==> config.mk <==
export PLATFORM = sky130hd
export DESIGN_NAME = gpio_function_mux
export DESIGN_NICKNAME = d
export VERILOG_FILES = /design/src/gpio_mux_pkg.sv /design/src/gpio_function_mux.sv
export SDC_FILE = /design/constraint.sdc
export NUM_CORES = 1
export LEC_CHECK = 0
export BUFFER_PORTS_ARGS = -buffer_cell sky130_fd_sc_hd__buf_2
export CAP_MARGIN = 20
export CORE_AREA = 2 2 100 102
export CTS_CLUSTER_DIAMETER = 150
export CTS_CLUSTER_SIZE = 24
export DETAILED_ROUTE_END_ITERATION = 10
export DIE_AREA = 0 0 102 104
export MAX_ROUTING_LAYER = met4
export PLACE_DENSITY = 0.86
export SYNTH_ARGS = -nofsm -noshare
export SYNTH_HDL_FRONTEND = slang
export SYNTH_SLANG_ARGS = --single-unit
export TNS_END_PERCENT = 20
==> constraint.sdc <==
create_clock -name clk -period 5.8 [get_ports clk]
set_clock_uncertainty 0.15 [all_clocks]
set_input_delay 0.58 -clock clk [delete_from_list [all_inputs] [get_ports clk]]
set_output_delay 0.58 -clock clk [all_outputs]
set_load 0.03 [all_outputs]
==> src/gpio_mux_pkg.sv <==
package gpio_mux_pkg;

	localparam int          PIN_COUNT = 3;
	localparam int          ADDR_W    = 12;
	localparam int          EV_COUNT  = 4;

	// Register indices; the byte address is four times the index
	localparam logic [7:0]  IDX_DIR     = 8'h60;
	localparam logic [7:0]  IDX_SEL0    = 8'h61;
	localparam logic [7:0]  IDX_SEL1    = 8'h62;
	localparam logic [7:0]  IDX_SEL2    = 8'h63;
	localparam logic [7:0]  IDX_ROUTE   = 8'h64;
	localparam logic [7:0]  IDX_OUT     = 8'h65;
	localparam logic [7:0]  IDX_INV     = 8'h66;
	localparam logic [7:0]  IDX_DIE     = 8'h67;
	localparam logic [7:0]  IDX_STATUS  = 8'h70;
	localparam logic [7:0]  IDX_MASK    = 8'h71;

	localparam logic [7:0]  REG_RESET   = 8'h00;
	// Identification value is arbitrary
	localparam logic [7:0]  DIE_IDENT_VALUE = 8'h5A;

	// Function codes of a pin selector
	localparam logic [3:0]  FN_LOW         = 4'h0;
	localparam logic [3:0]  FN_VALUE       = 4'h2;
	localparam logic [3:0]  FN_MUTE_BOTH   = 4'h3;
	localparam logic [3:0]  FN_MUTE_LEFT   = 4'h4;
	localparam logic [3:0]  FN_MUTE_RIGHT  = 4'h5;
	localparam logic [3:0]  FN_CLK_INVALID = 4'h6;
	localparam logic [3:0]  FN_WARNING     = 4'h8;
	localparam logic [3:0]  FN_SERIAL_OUT  = 4'h9;
	localparam logic [3:0]  FN_FAULT       = 4'hB;
	localparam logic [3:0]  FN_SPI_CLK     = 4'hC;
	localparam logic [3:0]  FN_SPI_MOSI    = 4'hD;

	// Field positions of the input routing register
	localparam int          ROUTE_MISO_LSB  = 6;
	localparam int          ROUTE_SYNC_LSB  = 4;
	localparam int          ROUTE_RESET_LSB = 2;
	localparam int          ROUTE_MUTE_LSB  = 0;

	// Event bit positions of status and mask
	localparam int          EV_CLK_INVALID = 0;
	localparam int          EV_WARNING     = 1;
	localparam int          EV_FAULT       = 2;
	localparam int          EV_MUTE        = 3;

	localparam logic [1:0]  RESP_OKAY   = 2'h0;
	localparam logic [1:0]  RESP_SLVERR = 2'h2;

	typedef struct packed {
		logic auto_mute_left;
		logic auto_mute_right;
		logic clock_invalid;
		logic warning_out_n;
		logic fault_out_n;
		logic serial_audio_data_out;
		logic spi_clk;
		logic spi_mosi;
	} core_flags_t;

	typedef struct packed {
		logic spi_miso;
		logic phase_sync;
		logic ext_reset_n;
		logic mute_in_n;
		logic output_stage_hiz;
	} routed_inputs_t;

	typedef struct packed {
		logic [7:0]                 dir;
		logic [PIN_COUNT-1:0][7:0]  sel;
		logic [7:0]                 route;
		logic [7:0]                 out;
		logic [7:0]                 inv;
		logic [EV_COUNT-1:0]        status;
		logic [EV_COUNT-1:0]        mask;
	} regs_t;

endpackage

==> src/gpio_function_mux.sv <==
`timescale 1ns/1ps

// What this block does
// - Selector bits 3-0; code 0000 drives low
// - Selector registers reset to 0x00
// - Code 0010 drives software output value bit
// - Code 0011 drives both-channels auto-mute flag
// - Codes 0100/0101 drive left/right auto-mute
// - Code 0110 drives clock-invalid flag
// - Code 1000 drives warning indication
// - Code 1001 drives serial audio data out
// - Code 1011 drives fault indication
// - Codes 1100/1101 drive SPI clock/MOSI
// - MISO and phase-sync source fields route pins
// - Reset source field routes pin; no self-clear
// - Mute source low puts output stage high-impedance
// - Output value bits 2-0 per pin
// - Invert bits 2-0 invert pin levels
// - Read-only die identification at index 67h
// - Pin driven only while direction bit set
module gpio_function_mux (
	input  wire logic                                  clk,
	input  wire logic                                  resetn,
	input  wire logic [gpio_mux_pkg::ADDR_W-1:0]       s_axi_awaddr,
	input  wire logic                                  s_axi_awvalid,
	output logic                                       s_axi_awready,
	input  wire logic [31:0]                           s_axi_wdata,
	input  wire logic [3:0]                            s_axi_wstrb,
	input  wire logic                                  s_axi_wvalid,
	output logic                                       s_axi_wready,
	output logic [1:0]                                 s_axi_bresp,
	output logic                                       s_axi_bvalid,
	input  wire logic                                  s_axi_bready,
	input  wire logic [gpio_mux_pkg::ADDR_W-1:0]       s_axi_araddr,
	input  wire logic                                  s_axi_arvalid,
	output logic                                       s_axi_arready,
	output logic [31:0]                                s_axi_rdata,
	output logic [1:0]                                 s_axi_rresp,
	output logic                                       s_axi_rvalid,
	input  wire logic                                  s_axi_rready,
	input  wire gpio_mux_pkg::core_flags_t             flags,
	input  wire logic [gpio_mux_pkg::PIN_COUNT-1:0]    pin_in,
	output logic [gpio_mux_pkg::PIN_COUNT-1:0]         pin_out,
	output logic [gpio_mux_pkg::PIN_COUNT-1:0]         pin_oe,
	output gpio_mux_pkg::routed_inputs_t               routed,
	output logic                                       irq
);

	localparam int NP = gpio_mux_pkg::PIN_COUNT;

	gpio_mux_pkg::regs_t          regs;
	gpio_mux_pkg::regs_t          next_regs;
	logic [gpio_mux_pkg::ADDR_W-1:0] aw_addr;
	logic [gpio_mux_pkg::ADDR_W-1:0] next_aw_addr;
	logic                         aw_held;
	logic                         next_aw_held;
	logic [7:0]                   w_data;
	logic [7:0]                   next_w_data;
	logic                         w_lane0;
	logic                         next_w_lane0;
	logic                         w_held;
	logic                         next_w_held;
	logic                         bvalid;
	logic                         next_bvalid;
	logic [1:0]                   bresp;
	logic [1:0]                   next_bresp;
	logic                         rvalid;
	logic                         next_rvalid;
	logic [7:0]                   rdata;
	logic [7:0]                   next_rdata;
	logic [1:0]                   rresp;
	logic [1:0]                   next_rresp;
	logic [NP-1:0]                next_pin_out;
	logic [NP-1:0]                next_pin_oe;
	gpio_mux_pkg::routed_inputs_t next_routed;
	logic [gpio_mux_pkg::EV_COUNT-1:0] ev_level;
	logic [gpio_mux_pkg::EV_COUNT-1:0] ev_prev;
	logic [gpio_mux_pkg::EV_COUNT-1:0] ev_pulse;

	function automatic logic [7:0] byte_index(input logic [gpio_mux_pkg::ADDR_W-1:0] a);
		return a[gpio_mux_pkg::ADDR_W-3:2];
	endfunction

	function automatic logic mapped(input logic [gpio_mux_pkg::ADDR_W-1:0] a);
		logic [7:0] idx;
		idx = byte_index(a);
		return (a[1:0] == 2'h0) &&
			(((idx >= gpio_mux_pkg::IDX_DIR) && (idx <= gpio_mux_pkg::IDX_DIE)) ||
			(idx == gpio_mux_pkg::IDX_STATUS) || (idx == gpio_mux_pkg::IDX_MASK));
	endfunction

	// Pick a pin by a two-bit source field; zero selects no pin
	function automatic logic route_pick(input logic [1:0] src, input logic [NP-1:0] pins,
			input logic idle);
		logic r;
		r = idle;
		unique case (src)
			2'h0: r = idle;
			2'h1: r = pins[0];
			2'h2: r = pins[1];
			2'h3: r = pins[2];
		endcase
		return r;
	endfunction

	assign s_axi_awready = !aw_held && !bvalid;
	assign s_axi_wready  = !w_held && !bvalid;
	assign s_axi_arready = !rvalid;
	assign s_axi_bvalid  = bvalid;
	assign s_axi_bresp   = bresp;
	assign s_axi_rvalid  = rvalid;
	assign s_axi_rresp   = rresp;
	assign s_axi_rdata   = {24'h000000, rdata};
	assign irq           = |(regs.status & regs.mask);

	// Event sources for the sticky status bits
	assign ev_level = {!routed.mute_in_n, !flags.fault_out_n, !flags.warning_out_n,
		flags.clock_invalid};
	assign ev_pulse = ev_level & ~ev_prev;

	always_comb begin
		logic [7:0] idx;
		logic       rd_take;
		logic       rd_status;
		idx          = 8'h00;
		rd_take      = s_axi_arvalid && !rvalid;
		rd_status    = 1'b0;
		next_regs    = regs;
		next_aw_addr = aw_addr;
		next_aw_held = aw_held;
		next_w_data  = w_data;
		next_w_lane0 = w_lane0;
		next_w_held  = w_held;
		next_bvalid  = bvalid;
		next_bresp   = bresp;
		next_rvalid  = rvalid;
		next_rdata   = rdata;
		next_rresp   = rresp;

		if (s_axi_awvalid && s_axi_awready) begin
			next_aw_addr = s_axi_awaddr;
			next_aw_held = 1'b1;
		end
		if (s_axi_wvalid && s_axi_wready) begin
			next_w_data  = s_axi_wdata[7:0];
			next_w_lane0 = s_axi_wstrb[0];
			next_w_held  = 1'b1;
		end
		if (aw_held && w_held) begin
			idx         = byte_index(aw_addr);
			next_aw_held = 1'b0;
			next_w_held  = 1'b0;
			next_bvalid  = 1'b1;
			next_bresp   = gpio_mux_pkg::RESP_OKAY;
			if (!mapped(aw_addr) || (idx == gpio_mux_pkg::IDX_DIE)) begin
				next_bresp = gpio_mux_pkg::RESP_SLVERR;
			end else if (w_lane0) begin
				unique case (idx)
					gpio_mux_pkg::IDX_DIR:    next_regs.dir = w_data;
					gpio_mux_pkg::IDX_SEL0:   next_regs.sel[0] = w_data;
					gpio_mux_pkg::IDX_SEL1:   next_regs.sel[1] = w_data;
					gpio_mux_pkg::IDX_SEL2:   next_regs.sel[2] = w_data;
					gpio_mux_pkg::IDX_ROUTE:  next_regs.route = w_data;
					gpio_mux_pkg::IDX_OUT:    next_regs.out = w_data;
					gpio_mux_pkg::IDX_INV:    next_regs.inv = w_data;
					gpio_mux_pkg::IDX_MASK:
						next_regs.mask = w_data[gpio_mux_pkg::EV_COUNT-1:0];
					default:                  next_regs.dir = regs.dir;
				endcase
			end
		end
		if (bvalid && s_axi_bready) begin
			next_bvalid = 1'b0;
		end

		if (rd_take) begin
			idx         = byte_index(s_axi_araddr);
			next_rvalid = 1'b1;
			next_rresp  = gpio_mux_pkg::RESP_OKAY;
			next_rdata  = 8'h00;
			if (!mapped(s_axi_araddr)) begin
				next_rresp = gpio_mux_pkg::RESP_SLVERR;
			end else begin
				unique case (idx)
					gpio_mux_pkg::IDX_DIR:    next_rdata = regs.dir;
					gpio_mux_pkg::IDX_SEL0:   next_rdata = regs.sel[0];
					gpio_mux_pkg::IDX_SEL1:   next_rdata = regs.sel[1];
					gpio_mux_pkg::IDX_SEL2:   next_rdata = regs.sel[2];
					gpio_mux_pkg::IDX_ROUTE:  next_rdata = regs.route;
					gpio_mux_pkg::IDX_OUT:    next_rdata = regs.out;
					gpio_mux_pkg::IDX_INV:    next_rdata = regs.inv;
					gpio_mux_pkg::IDX_DIE:    next_rdata = gpio_mux_pkg::DIE_IDENT_VALUE;
					gpio_mux_pkg::IDX_STATUS: begin
						next_rdata = {4'h0, regs.status};
						rd_status  = 1'b1;
					end
					gpio_mux_pkg::IDX_MASK:   next_rdata = {4'h0, regs.mask};
					default:                  next_rdata = 8'h00;
				endcase
			end
		end
		if (rvalid && s_axi_rready) begin
			next_rvalid = 1'b0;
		end

		// Read clears status; a new event in the same cycle wins
		next_regs.status = (rd_status ? '0 : regs.status) | ev_pulse;
	end

	always_ff @(posedge clk or negedge resetn) begin
		if (!resetn) begin
			regs    <= '{dir: gpio_mux_pkg::REG_RESET,
				sel: {NP{gpio_mux_pkg::REG_RESET}},
				route: gpio_mux_pkg::REG_RESET, out: gpio_mux_pkg::REG_RESET,
				inv: gpio_mux_pkg::REG_RESET, status: '0, mask: '0};
			aw_addr <= '0;
			aw_held <= 1'b0;
			w_data  <= 8'h00;
			w_lane0 <= 1'b0;
			w_held  <= 1'b0;
			bvalid  <= 1'b0;
			bresp   <= 2'h0;
			rvalid  <= 1'b0;
			rdata   <= 8'h00;
			rresp   <= 2'h0;
			ev_prev <= '0;
		end else begin
			regs    <= next_regs;
			aw_addr <= next_aw_addr;
			aw_held <= next_aw_held;
			w_data  <= next_w_data;
			w_lane0 <= next_w_lane0;
			w_held  <= next_w_held;
			bvalid  <= next_bvalid;
			bresp   <= next_bresp;
			rvalid  <= next_rvalid;
			rdata   <= next_rdata;
			rresp   <= next_rresp;
			ev_prev <= ev_level;
		end
	end

	// Pin output multiplexer, one per pin
	always_comb begin
		logic mux;
		mux = 1'b0;
		for (int i = 0; i < NP; i++) begin
			unique case (regs.sel[i][3:0])
				gpio_mux_pkg::FN_VALUE:       mux = regs.out[i];
				gpio_mux_pkg::FN_MUTE_BOTH:
					mux = flags.auto_mute_left && flags.auto_mute_right;
				gpio_mux_pkg::FN_MUTE_LEFT:   mux = flags.auto_mute_left;
				gpio_mux_pkg::FN_MUTE_RIGHT:  mux = flags.auto_mute_right;
				gpio_mux_pkg::FN_CLK_INVALID: mux = flags.clock_invalid;
				gpio_mux_pkg::FN_WARNING:     mux = flags.warning_out_n;
				gpio_mux_pkg::FN_SERIAL_OUT:  mux = flags.serial_audio_data_out;
				gpio_mux_pkg::FN_FAULT:       mux = flags.fault_out_n;
				gpio_mux_pkg::FN_SPI_CLK:     mux = flags.spi_clk;
				gpio_mux_pkg::FN_SPI_MOSI:    mux = flags.spi_mosi;
				default:                      mux = 1'b0;
			endcase
			next_pin_out[i] = mux ^ regs.inv[i];
			next_pin_oe[i]  = regs.dir[i];
		end
	end

	// Input routing
	always_comb begin
		next_routed.spi_miso = route_pick(
			regs.route[gpio_mux_pkg::ROUTE_MISO_LSB +: 2], pin_in, 1'b0);
		next_routed.phase_sync = route_pick(
			regs.route[gpio_mux_pkg::ROUTE_SYNC_LSB +: 2], pin_in, 1'b0);
		next_routed.ext_reset_n = route_pick(
			regs.route[gpio_mux_pkg::ROUTE_RESET_LSB +: 2], pin_in, 1'b1);
		next_routed.mute_in_n = route_pick(
			regs.route[gpio_mux_pkg::ROUTE_MUTE_LSB +: 2], pin_in, 1'b1);
		next_routed.output_stage_hiz = !next_routed.mute_in_n;
	end

	// Only resetn clears this logic, never the routed reset pin
	always_ff @(posedge clk or negedge resetn) begin
		if (!resetn) begin
			pin_out <= '0;
			pin_oe  <= '0;
			routed  <= '{spi_miso: 1'b0, phase_sync: 1'b0, ext_reset_n: 1'b1,
				mute_in_n: 1'b1, output_stage_hiz: 1'b0};
		end else begin
			pin_out <= next_pin_out;
			pin_oe  <= next_pin_oe;
			routed  <= next_routed;
		end
	end

	for (genvar g = 0; g < NP; g++) begin : g_chk

	end
endmodule

==> results of run 1 <==
## stage by stage
step | power, mW | std cells | setup slack, ps | hold WS, ps | util (%)
after floorplan | 1.24 | 479 | 3300 | 134 | -
after global placement | 1.33 | 638 | 2730 | 236 | 60.6
after detailed placement | 1.36 | 638 | 2620 | 239 | 60.6
after CTS | 1.82 | 654 | 2600 | 202 | 62.7
after global routing | 1.90 | 656 | 2480 | 185 | 63.1
final | 1.82 | 656 | 2600 | 207 | 63.1
## per-layer routing
metal	share of wire (%)	wire length [µm]	global-route usage, %
met3	7.1	826	5.65
met1	43	4970	31.0
met4	2.2	252	7.33
met5	0	0	-
met2	48	5610	35.7
## layout by cell type, fill, tap and decap left out, drive strengths merged, types with 4 or more instances in the layout
| cell | synthesis | layout |
|---|---|---|
| nor2b | 4 | 4 |
| mux2 | 84 | 84 |
| nand2 | 33 | 33 |
| nor2 | 17 | 17 |
| buf | 31 | 76 |
| a21oi | 13 | 13 |
| nand2b | 9 | 9 |
| nand3 | 5 | 5 |
| nor3 | 8 | 8 |
| a22oi | 6 | 6 |
| dfrtp | 110 | 110 |
| inv | 14 | 15 |
| a31oi | 4 | 4 |
| clkbuf | 17 | 10 |
| o22ai | 6 | 6 |
| mux4 | 5 | 5 |
| o21ai | 23 | 23 |
| conb | 1 | 26 |
| mux2i | 17 | 17 |
## worst register-to-register path: stages, from the launching register on
cell	delay [ps]
sky130_fd_sc_hd__dfrtp_1	430
sky130_fd_sc_hd__nand2_1	120
sky130_fd_sc_hd__or4_4	510
sky130_fd_sc_hd__or4_1	710
sky130_fd_sc_hd__nor2b_1	750
sky130_fd_sc_hd__mux2_2	430
## cell type report
class / instances / area share [%]
Clock buffer: 10 / 2.29
Tap cell: 133 / 2.76
Inverter: 14 / 0.873
Sequential cell: 112 / 46.6
Clock inverter: 5 / 0.935
Timing Repair Buffer: 77 / 6.94
Multi-Input combinational cell: 305 / 39.6
## state kept, by name, summed over array words and instances, names as in the netlist
| register | count |
|---|---|
| w_lane0 | 1 |
| s_axi_bresp | 1 |
| w_held | 1 |
| rdata | 8 |
| regs | 61 |
| s_axi_rvalid | 1 |
| aw_held | 1 |
| s_axi_bvalid | 1 |
| pin_out | 3 |
| routed | 5 |
| pin_oe | 3 |
| w_data | 8 |
| aw_addr | 10 |
| next_pin_oe | 3 |
| ev_prev | 4 |
| s_axi_rresp | 1 |
## cell families after synthesis
logic type,synth area share [%]
compound gates,8.42
other cells,0.0690
buf+inv,6.24
xor+xnor,0.483
mux,22.6
flops,51.6
simple gates,10.6
## cells in the mapped netlist, types with 2 or more instances
cell type	number	area (µm²)
sky130_fd_sc_hd__a21oi_1	13	65.1
sky130_fd_sc_hd__a221oi_1	2	17.5
sky130_fd_sc_hd__a22o_1	2	17.5
sky130_fd_sc_hd__a22oi_1	6	45.0
sky130_fd_sc_hd__a311oi_1	3	26.3
sky130_fd_sc_hd__a31oi_1	4	25.0
sky130_fd_sc_hd__and2_1	3	18.8
sky130_fd_sc_hd__buf_1	3	11.3
sky130_fd_sc_hd__buf_4	26	195
sky130_fd_sc_hd__clkbuf_1	17	63.8
sky130_fd_sc_hd__dfrtp_1	110	2750
sky130_fd_sc_hd__dfstp_2	2	52.6
sky130_fd_sc_hd__inv_1	14	52.6
sky130_fd_sc_hd__mux2_2	84	946
sky130_fd_sc_hd__mux2i_1	17	170
sky130_fd_sc_hd__mux4_2	5	113
sky130_fd_sc_hd__nand2_1	33	124
sky130_fd_sc_hd__nand2b_1	9	56.3
sky130_fd_sc_hd__nand3_1	5	25.0
sky130_fd_sc_hd__nand3b_1	3	22.5
sky130_fd_sc_hd__nand4_1	3	18.8
sky130_fd_sc_hd__nor2_1	17	63.8
sky130_fd_sc_hd__nor2b_1	4	25.0
sky130_fd_sc_hd__nor3_1	3	15.0
sky130_fd_sc_hd__nor3_4	5	81.3
sky130_fd_sc_hd__nor3b_1	2	15.0
sky130_fd_sc_hd__nor4b_1	2	17.5
sky130_fd_sc_hd__nor4bb_1	3	30.0
sky130_fd_sc_hd__o21ai_0	23	115
sky130_fd_sc_hd__o22ai_1	6	37.5
sky130_fd_sc_hd__o2bb2ai_1	2	17.5
sky130_fd_sc_hd__o31ai_1	2	15.0
sky130_fd_sc_hd__xor2_1	2	17.5
## repair_timing
action	CTS	global route
hold buffers	1	0
endpoints found under the hold margin	21	0
buffers inserted	0	0
## where the power goes
part           switching, mW  internal, mW
Clock                  0.261         0.209
Sequential             0.145         0.870
Combinational          0.191         0.140
## how the worst max path moves through the flow
stage                                  to  slack, ps  cells past startpoint
6_report             regs[34]$_DFFE_PN0P_       2600                      5
4_1_cts              regs[34]$_DFFE_PN0P_       2600                      5
3_3_place_gp         regs[39]$_DFFE_PN0P_       2730                      5
3_5_place_dp         regs[34]$_DFFE_PN0P_       2620                      5
5_1_grt              regs[33]$_DFFE_PN0P_       2480                      5
2_1_floorplan  next_pin_oe[0]$_DFFE_PN0P_       3300                      6
==> out/summary.md, run 1 <==
The tools report the number of nets at the end of the flow as 597. Across the VDD grid, the largest voltage drop is 205 µV. The count of unique library cells instantiated by Yosys was 52. The slowest stage of the critical path is the sky130_fd_sc_hd__nor2b_1 cell. Max-cap violations in this run came to 0. Of the cells placed in the final design, the portion with a size suffix greater than 1 is 36.1%. The sink of the worst hold path was ev_prev[0]$_DFF_PN0_. Number of flip-flops and latches in the synthesized netlist: 112. Once the clock tree was built, the resizer swapped 0 gates to a different size. Maximum clock insertion buffer count: 2.

The launch point of the worst reg-to-reg path is w_held$_DFFE_PN0P_. Dividing the synthesized area by the synthesized cell count gives 12.0 µm². The logs give 3798 for the number of vias in the routed layout and 0 ps for the total negative slack for setup checks.

For the total inserted antenna cells, the log shows 0. For this design the static power due to leakage is 2.93 nW. For this run, the leading register cell type out of synthesis is sky130_fd_sc_hd__dfrtp_1. Traced cell by cell, the critical path runs through nand2_1, or4_4, or4_1, nor2b_1, mux2_2. Setup violations remaining at the end of the flow were counted as 0. Clock tree synthesis selected as its root buffer the cell sky130_fd_sc_hd__clkbuf_8.

The final number of max-transition violations was 0. Routability-driven placement finished with a final weighted congestion of 0.908. In this run the vertical extent of the chip is 104 µm. The run gives 255 as the first-iteration detailed-routing DRC count. Kind of cell adding the most delay to the critical path: simple AND/OR/NAND/NOR gates. The critical path contains buffers and inverters numbering 0 combined. For the overall fraction of global-route tracks in use, the log shows 23.3%. Number of I/O pins: 131. The number of antenna violations at the first check in global routing was 0. For this design the ratio of total power to cell area is 302 nW/µm². The cell depth of the worst min-delay path works out to 1. For the number of failing hold endpoints at the final stage, the log shows 0. The worst setup path is of the flip-flop to flip-flop kind.

For the pin with the worst max-slew slack, the measured transition is 814 ps. The source-to-sink clock delay at the later pin of the worst-skew pair was 380 ps. The min-delay analysis places its worst path in the category input pin to flip-flop. The delay of the slowest cell on the worst path was 750 ps; the post-route antenna net violation count was 0.

The run gives 3 as the H-tree depth reported by CTS. The number of buffer cells added on primary ports was 73; the async set or reset register ratio after synthesis was 100%. The start point of the worst hold path is flags[5]. Setup repair after global routing left no endpoint under its margin.

The multi-input gate area in the final layout was 2390 µm²; the sequential cell area in the final layout was 2810 µm². TritonCTS created 9 clock buffers. Across all register-to-register paths, the minimum setup slack is 2600 ps. In the synthesized netlist, the number of instances is 454. The critical path launch point type was a flip-flop. Once detailed placement completed, the half-perimeter wirelength came to 8.21 mm.

The endpoint identified for the worst register-to-register timing path is regs[34]$_DFFE_PN0P_. For the worst flop-to-flop path, the logic depth is 5. The area growth from synthesis to layout is 10.8%. The first global-routing pass estimated 18.6 mm of wire. Summing the sequential cell areas from Yosys gives 51.6% of the chip area.

The minimum clock period after layout was 3200 ps. Clock transition time at the flip-flop clock pins of the worst setup and hold paths: 100 ps. The worst pin sits at a relative slew slack of 45.6%.

The initial utilization of the core area, before any placement, comes to 56.9%. The required time of the critical path came out at 5920 ps. The tools report the cell area after technology mapping as 5440 µm².

The core area was 9550 µm². The tools report the maximum achievable frequency as 0.312 GHz. After detailed routing, the average wire length per cell comes to 17.8 µm.

The floorplan has 36 rows. Yosys mapped a number of flops with a built-in enable equal to 0. From left edge to right edge, the die measures 102 µm.

The count of unresolved DRC violations after routing came out at 0. The tools report the sum of routed wire length over all layers as 11.7 mm. The kind of end point of the critical path is a flip-flop.

Fill cells in the final layout number 755. The global-route congestion overflow total was 0; the die outline area was 10600 µm². TritonCTS built the clock tree. The total number of clock tree sinks was 112.

The flow ran to the end, and the final reports show no timing, DRC or antenna violations. The final critical path takes up 55.2% of the cycle. The average via count per standard cell is 5.79. Final design area excluding fillers: 6020 µm². The critical path starts at w_held$_DFFE_PN0P_. The tools report the total number of yosys warnings as 0. Arrival time reported for the critical path endpoint: 3320 ps.

Summing all placed instances gives a cell area of 5790 µm². The maximum fanout count along the critical path was 8; the number of iterations in the first detailed-routing pass was 5. The tools report the via count of the first global-routing pass as 3706. The largest net degree at the start of global routing came out at 92.
(Power assumes the default switching activity.)
==> inputs of run 2 (changes only) <==
--- a/config.mk
+++ b/config.mk
@@ -5,15 +5,16 @@
 export SDC_FILE = /design/constraint.sdc
 export NUM_CORES = 1
 export LEC_CHECK = 0
+export ABC_AREA = 1
 export BUFFER_PORTS_ARGS = -buffer_cell sky130_fd_sc_hd__buf_2
 export CAP_MARGIN = 20
-export CORE_AREA = 2 2 100 102
+export CORE_AREA = 2 2 114 116
 export CTS_CLUSTER_DIAMETER = 150
 export CTS_CLUSTER_SIZE = 24
 export DETAILED_ROUTE_END_ITERATION = 10
-export DIE_AREA = 0 0 102 104
+export DIE_AREA = 0 0 116 118
 export MAX_ROUTING_LAYER = met4
-export PLACE_DENSITY = 0.86
+export PLACE_DENSITY = 0.77
 export SYNTH_ARGS = -nofsm -noshare
 export SYNTH_HDL_FRONTEND = slang
 export SYNTH_SLANG_ARGS = --single-unit
==> constraint.sdc (replaced) <==
create_clock -name clk -period 2.6 [get_ports clk]
set_clock_uncertainty 0.15 [all_clocks]
set_input_delay 0.26 -clock clk [delete_from_list [all_inputs] [get_ports clk]]
set_output_delay 0.26 -clock clk [all_outputs]
set_load 0.03 [all_outputs]
==> out/summary.md, run 2 <==
The run finished with clean final reports. The most common cell in the synthesized netlist is sky130_fd_sc_hd__nand2_1. The fraction of the cycle the final worst path needs is 84.3%. The clock tree synthesis step divided the H-tree into 3 levels. The critical path goes through inv_2, nor2_1, buf_4, nand4_1, nand3_1, nand4_1, nand2_1, nand2_1.

The total overflow left after global routing is 0. The tools report the kind of end point of the critical path as a flip-flop. The worst hold path terminates at w_data[6]$_DFFE_PN0P_. The final layout contains 959 nets.

Summed over all nets, the half-perimeter wirelength after detailed placement is 10.8 mm. The post-CTS setup buffer count was 0. In the layout the commonest cells are sky130_fd_sc_hd__nand2_1 (224), sky130_fd_sc_hd__dfrtp_1 (110), sky130_fd_sc_hd__inv_1 (97). The number of cells on the worst reg-to-reg path was 8. The cell at the root of the clock tree is sky130_fd_sc_hd__clkbuf_16.

The critical path is of the flip-flop to flip-flop type. Number of buffers and inverters on the critical path: 2. After detailed placement, the total cell area comes to 6430 µm². The finished cells cover 7000 µm².

The vertical die dimension is 118 µm. The endpoint identified for the worst register-to-register timing path is regs[37]$_DFFE_PN0P_. Data on the critical path arrives at its endpoint at 2300 ps.

The final number of max-transition violations was 0. For this run, the leading register cell type out of synthesis is sky130_fd_sc_hd__dfrtp_1. The tools report the post-cts hold buffer count as 22. Of all cell types, the one taking the most synthesized area is sky130_fd_sc_hd__dfrtp_1. For this block, the via count after detailed routing is 5357.

The most common cell after layout, fill and taps aside is sky130_fd_sc_hd__nand2_1. Once the floorplan was initialized, standard cells occupied 47.9% of the core. Entering global routing, the biggest net connects 63 pins. The number of antenna violations at the first check in global routing is 0.

TritonCTS built the clock tree. The cell depth of the worst min-delay path is 3, and the via count of the first global-routing pass is 5181. For the number of I/O pins, the log shows 131.

In this design, the stage delay of the slowest critical-path cell is 440 ps. For this block, the initial DRC count from the detailed router was 390. Setup violations remaining at the end of the flow were counted as 0. The number of enable flip-flop cells after synthesis is 0. The startpoint identified for the worst hold timing path is s_axi_wdata[6].

Setup repair after global routing left no endpoint under its margin. The logs give 0 for the number of failing hold endpoints at the final stage and 410 ps for the reg-to-reg setup timing slack. Dividing the detail-routed wire length by the instance count gives 14.1 µm.

The utilization after layout came out at 56.4%. STA classifies the critical path startpoint as a flip-flop. The fraction of layout instances using a drive strength above 1 was 14.6%; the number of cells produced by synthesis was 785. The number of flip-flops under the largest register name came out at 61. Summed over all layers, the routed wires come to 14.9 mm.

The floorplan step defined a core boundary enclosing 12400 µm². Setup total negative slack on the finished layout was measured at 0 ps. Synthesis inferred 112 register bits. The floorplan step defined a die boundary enclosing 13700 µm². After clock tree synthesis, the repair step resized 0 gates. The minimum clock period after layout was 2190 ps. The mean instance size in the synthesized netlist is 7.58 µm². For the leakage power total, the log shows 3.84 nW. Portion of the post-synthesis area used by sequential elements: 47.1%. Async set or reset register ratio after synthesis: 100%. The slowest stage of the critical path belongs to the cell sky130_fd_sc_hd__dfrtp_1. By count the netlist is led by sky130_fd_sc_hd__nand2_1 (224), sky130_fd_sc_hd__dfrtp_1 (110), sky130_fd_sc_hd__inv_1 (97), sky130_fd_sc_hd__nand3_1 (96), sky130_fd_sc_hd__nor2_1 (63).

Clock-pin slew was measured on the worst setup and hold paths at 70 ps. Compared with the post-synthesis result, the final layout area differs by 17.6%. The ratio of total power to cell area was 672 nW/µm².

The total number of clock tree sinks came out at 112. The largest registers in the layout are regs: 61 flops, aw_addr: 10 flops. After detailed routing, the number of remaining DRC violations is 0. Data on the critical path is required at its endpoint by 2710 ps.

Yosys mapped the design onto 35 distinct sky130hd cell types. Input and output buffers added on the ports amount to 73. The maximum fanout count along the critical path was 8. The first-pass GRT wire length came out at 24.6 mm. Timing would allow up to 0.456 GHz. The number of antenna diodes in the final layout is 0. The share of the synthesized area in the top cell type is 46.2%. The cell area after technology mapping is 5950 µm². The die is 116 µm wide. The clock passes through at most 2 buffers. The run gives 0 as the post-route antenna net violation count. Among cell families on the critical path, the largest total delay comes from simple AND/OR/NAND/NOR gates. Slew at the pin closest to its max-slew limit: 593 ps. The run gives 23.6% as the overall fraction of global-route tracks in use.

The number of iterations in the first detailed-routing pass is 7, and the average via count per standard cell is 5.06. The TritonCTS buffer count came out at 9. The number of standard-cell rows in the floorplan is 41.

Register containing the most flip-flops in the final layout: regs. Source-to-sink clock delay at the later pin of the worst-skew pair: 360 ps. In this run the worst hold path is classified as input pin to flip-flop. For this run, the number of Yosys warnings is 0.

The launch point of the worst reg-to-reg path is aw_addr[2]$_DFFE_PN0P_. The tools report the highest ir drop seen on vdd as 711 µV. In this run the tightest slew margin relative to its limit is 60.3%. The count of max-cap constraint violations was 0. The congestion estimate from routability-driven global placement came to 0.935. In the post-synthesis netlist, the biggest area contributors are sky130_fd_sc_hd__dfrtp_1 (46%), sky130_fd_sc_hd__nand2_1 (14%), sky130_fd_sc_hd__nand3_1 (8.1%).
run 2: cell count changes in the layout (fill, tap and decap cells not counted), sizes merged, moves of 11 or more:
cell,delta
nand2,+192
nand3,+96
inv,+89
mux2,-79
nor2,+53
nand4,+31
o21ai,+24
dlygate4sd3,+21
mux2i,-17
a21oi,+11
run 2: worst min-delay path, cell delays in order:
cell	delay, ps
sky130_fd_sc_hd__buf_2	70
sky130_fd_sc_hd__nor2_1	30
sky130_fd_sc_hd__a21oi_1	110
run 2: metrics by stage:
step	total power [mW]	std cells	hold WS [ps]	worst slack [ps]
after global placement	3.10	1020	4.80	465
after global routing	4.94	1058	5.27	218
after floorplan	2.81	810	-186	617
after detailed placement	3.12	1020	3.44	450
final	4.71	1058	4.09	407
after CTS	4.74	1058	1.27	433
run 2: worst max path at each step:
stage                                   from                     end  slack, ps  cells after the start
floorplan           s_axi_bvalid$_DFFE_PN0P_  aw_addr[4]$_DFFE_PN0P_        620                      5
global placement      aw_addr[2]$_DFFE_PN0P_    regs[38]$_DFFE_PN0P_        460                      8
detailed placement    aw_addr[2]$_DFFE_PN0P_    regs[37]$_DFFE_PN0P_        450                      8
CTS                   aw_addr[2]$_DFFE_PN0P_    regs[37]$_DFFE_PN0P_        430                      8
global route          aw_addr[2]$_DFFE_PN0P_    regs[36]$_DFFE_PN0P_        220                      8
finish                aw_addr[2]$_DFFE_PN0P_    regs[37]$_DFFE_PN0P_        410                      8
run 2: metal layers:
| metal | global-route usage (%) | wire, µm | up-vias |
|---|---|---|---|
| li1 | - | - | 2668 |
| met1 | 28.7 | 6320 | 2465 |
| met2 | 38.7 | 7260 | 197 |
| met3 | 5.72 | 1000 | 27 |
| met4 | 7.44 | 337 | 0 |
| met5 | - | 0 | - |
run 2: final cells by class:
class	instances	area (µm²)
Sequential cell	112	2810
Inverter	103	387
Fill cell	1195	5420
Clock inverter	6	116
Timing Repair Buffer	105	688
Clock buffer	10	229
Multi-Input combinational cell	550	2560
Tap cell	172	215
run 2: where the power goes:
part	internal [mW]	switching (mW)
sequential	1.92	0.152
clock	0.949	0.644
combinational	0.284	0.763
run 2: logic make-up (layout without fill, tap and decap cells):
group                     Yosys count  in the layout  synth area share, %
and+or+nand+nor                   439            439                 33.3
xor gates and xnor gates            1              1                0.147
DFF                               112            112                 47.1
AOI/OAI and AO/OA                  79             79                 6.92
buffers and inverters             148            224                 11.5
muxes                               5              5                0.946
other                               1             26               0.0630
==> inputs of run 3 (changes only) <==
--- a/config.mk
+++ b/config.mk
@@ -8,13 +8,13 @@
 export ABC_AREA = 1
 export BUFFER_PORTS_ARGS = -buffer_cell sky130_fd_sc_hd__buf_2
 export CAP_MARGIN = 20
-export CORE_AREA = 2 2 114 116
+export CORE_AREA = 2 2 108 110
 export CTS_CLUSTER_DIAMETER = 150
 export CTS_CLUSTER_SIZE = 24
 export DETAILED_ROUTE_END_ITERATION = 10
-export DIE_AREA = 0 0 116 118
+export DIE_AREA = 0 0 110 112
 export MAX_ROUTING_LAYER = met4
-export PLACE_DENSITY = 0.77
+export PLACE_DENSITY = 0.81
 export SYNTH_ARGS = -nofsm -noshare
 export SYNTH_HDL_FRONTEND = slang
 export SYNTH_SLANG_ARGS = --single-unit
==> constraint.sdc (replaced) <==
create_clock -name clk -period 2.28 [get_ports clk]
set_clock_uncertainty 0.15 [all_clocks]
set_input_delay 0.228 -clock clk [delete_from_list [all_inputs] [get_ports clk]]
set_output_delay 0.228 -clock clk [all_outputs]
set_load 0.03 [all_outputs]
==> out/summary.md, run 3 (synthesized netlist as in run 2, its figures left out) <==
The first global-routing pass estimated 24.2 mm of wire. The first-iteration detailed-routing DRC count was 558; the number of vias in the routed layout was 5530. TritonCTS built the clock tree. The maximum achievable frequency is 0.491 GHz, and the HPWL after detailed placement is 10.8 mm. Global-route congestion overflow total: 0. For this design the top-level I/O count stands at 131. In this run the power density over the cells is 737 nW/µm². 0 antenna diodes ended up in the layout.

The longest clock path from root to sink contains 2 buffers. The count of placed standard cells in the final layout, fillers left out is 1035, and the count of unresolved DRC violations after routing is 0. The H-tree depth reported by CTS was 3. The logs give 5168 for the via count of the first global-routing pass and 2360 ps for the required time of the critical path. The cell at the root of the clock tree was sky130_fd_sc_hd__clkbuf_16.

The largest registers in the layout are regs: 61 flops, aw_addr: 10 flops. After the last flow step, the layout net total stands at 965. The clock transition time at the flip-flop clock pins of the worst setup and hold paths was 70 ps; the number of standard-cell rows in the floorplan was 39. Setup repair after global routing left no endpoint under its margin. The minimum clock period after layout came out at 2040 ps.

Average wire per standard cell: 14.4 µm. VDD sags by at most 744 µV. The final number of max-transition violations was 0; the maximum fanout count along the critical path was 28.

The flow ran to the end, and the final reports show no timing, DRC or antenna violations. The first detailed-routing pass took 5 iterations. The critical path launch point type is a flip-flop. Setup violations remaining at the end of the flow were counted as 0. Routability-driven placement finished with a final weighted congestion of 0.959. The slew at the pin closest to its max-slew limit works out to 633 ps.

Register containing the most flip-flops in the final layout: regs. Compared with the post-synthesis result, the final layout area differs by 16.9%. The classification of the worst-slack hold path was input pin to flip-flop. The worst path uses 89.4% of the clock period. After detailed routing, the number of vias per cell comes to 5.34.

Headroom to the max-slew limit came out at 57.6%. The register with the most flip-flops in the layout has 61 of them. In the final layout, the share of cells above drive strength 1 is 14.7%. The run gives 0 as the number of failing hold endpoints at the final stage. The count of buffers added on input and output ports is 73.

The total negative slack for setup checks came out at 0 ps. The core region is 11200 µm². The die outline area is 12300 µm², and the sum of routed wire length over all layers is 15.0 mm. Clock latency on the worst-skew pair, taken at its later pin, is 350 ps. The classification of the worst setup path was flip-flop to flip-flop.

The vertical die dimension came out at 112 µm. The clock net in this run drives a total of 112 sinks. In the layout the commonest cells are sky130_fd_sc_hd__nand2_1 (224), sky130_fd_sc_hd__dfrtp_1 (110), sky130_fd_sc_hd__inv_1 (97). Counting the buffers created by CTS gives 9.

The tools report the post-placement cell count as 994. The initial core utilization was 53.3%. Leaving out fill and tap cells, the most frequent cell in the layout is sky130_fd_sc_hd__nand2_1.

The number of antenna violations at the first check in global routing was 0; the overall die width was 110 µm. Summed over all cells, the static leakage comes to 3.84 nW. At the worst endpoint, the arrival time is 2120 ps.

STA classifies the critical path endpoint as a flip-flop. The count of nets left with antenna violations once routing finished came out at 0. Max-cap violations in this run came to 0. The largest net degree at the start of global routing is 39, and the overall fraction of global-route tracks in use is 26.1%.
==> run 3: changes by cell type in the layout (fill, tap and decap cells not counted), sizes merged <==
cell,change
inv,-1
buf,+3
clkbuf,+4
dlygate4sd3,+3
clkinv,-2
clkinvlp,+2
bufinv,-3
==> run 3: what timing repair did <==
| action | in CTS | in global routing |
|---|---|---|
| setup buffers | 0 | 0 |
| gates resized for setup | 0 | 0 |
| hold endpoints to repair | 60 | 0 |
| hold buffers | 25 | 0 |
==> run 3: where the power goes <==
part	total (mW)	leakage, nW	switching (mW)	internal, mW
clock	1.53	0.135	0.700	0.833
combinational	1.22	2.24	0.893	0.327
sequential	2.38	1.46	0.190	2.18
==> run 3: final cells by class <==
cell class / count / area (µm²)
fillers: 967 / 4220
flip-flops and latches: 112 / 2810
multi-input cells: 550 / 2560
repair buffers: 111 / 741
inverters: 103 / 387
clock buffers: 14 / 274
well taps: 143 / 179
clock inverters: 2 / 15.0
==> run 3: metal layers <==
| layer | wire [µm] | vias up | part of all wire (%) | GRT usage [%] |
|---|---|---|---|---|
| met2 | 7360 | 209 | 49 | 42.8 |
| met3 | 1020 | 34 | 6.8 | 4.98 |
| met5 | 0 | - | 0 | - |
| li1 | - | 2688 | - | - |
| met1 | 6250 | 2599 | 42 | 32.4 |
| met4 | 324 | 0 | 2.2 | 8.10 |
==> run 3: worst paths after layout <==
kind / depth (start not counted) / startpoint / slack, ps / end
hold reg to reg: 0 / next_pin_oe[2]$_DFFE_PN0P_ / 270 / pin_oe[2]$_DFF_PN0_
setup / recovery: 9 / aw_addr[4]$_DFFE_PN0P_ / 240 / regs[1]$_DFFE_PN0P_
min in group asynchronous: 2 / resetn / 240 / regs[41]$_DFFE_PN0P_
max in group asynchronous: 3 / resetn / 1090 / regs[61]$_DFFE_PN0P_
hold / removal: 3 / s_axi_wdata[6] / 2 / w_data[6]$_DFFE_PN0P_
setup reg to reg: 9 / aw_addr[4]$_DFFE_PN0P_ / 240 / regs[1]$_DFFE_PN0P_
==> run 3: worst max-delay path: stages, from the launching register on <==
cell and delay, ps:
sky130_fd_sc_hd__dfrtp_1 410, sky130_fd_sc_hd__inv_2 70, sky130_fd_sc_hd__nand2_1 120, sky130_fd_sc_hd__o21ai_1 240
sky130_fd_sc_hd__nand2_1 130, sky130_fd_sc_hd__nor2_4 180, sky130_fd_sc_hd__buf_12 210, sky130_fd_sc_hd__nand3b_2 220
sky130_fd_sc_hd__nand2_1 120, sky130_fd_sc_hd__o21ai_1 70
==> run 3: through the flow <==
stage / hold slack, ps / setup slack, ps / total power, mW / cell area (µm²) / util, %
3_5_place_dp: 85.3 / 336 / 3.57 / 6420 / 57.5
2_1_floorplan: -218 / 297 / 3.20 / 6050 / -
3_3_place_gp: 83.6 / 413 / 3.53 / 6420 / 57.5
6_report: 2.18 / 242 / 5.13 / 6960 / 62.3
4_1_cts: 1.26 / 250 / 5.12 / 6960 / 62.3
5_1_grt: 25.4 / 46.2 / 5.37 / 6960 / 62.3
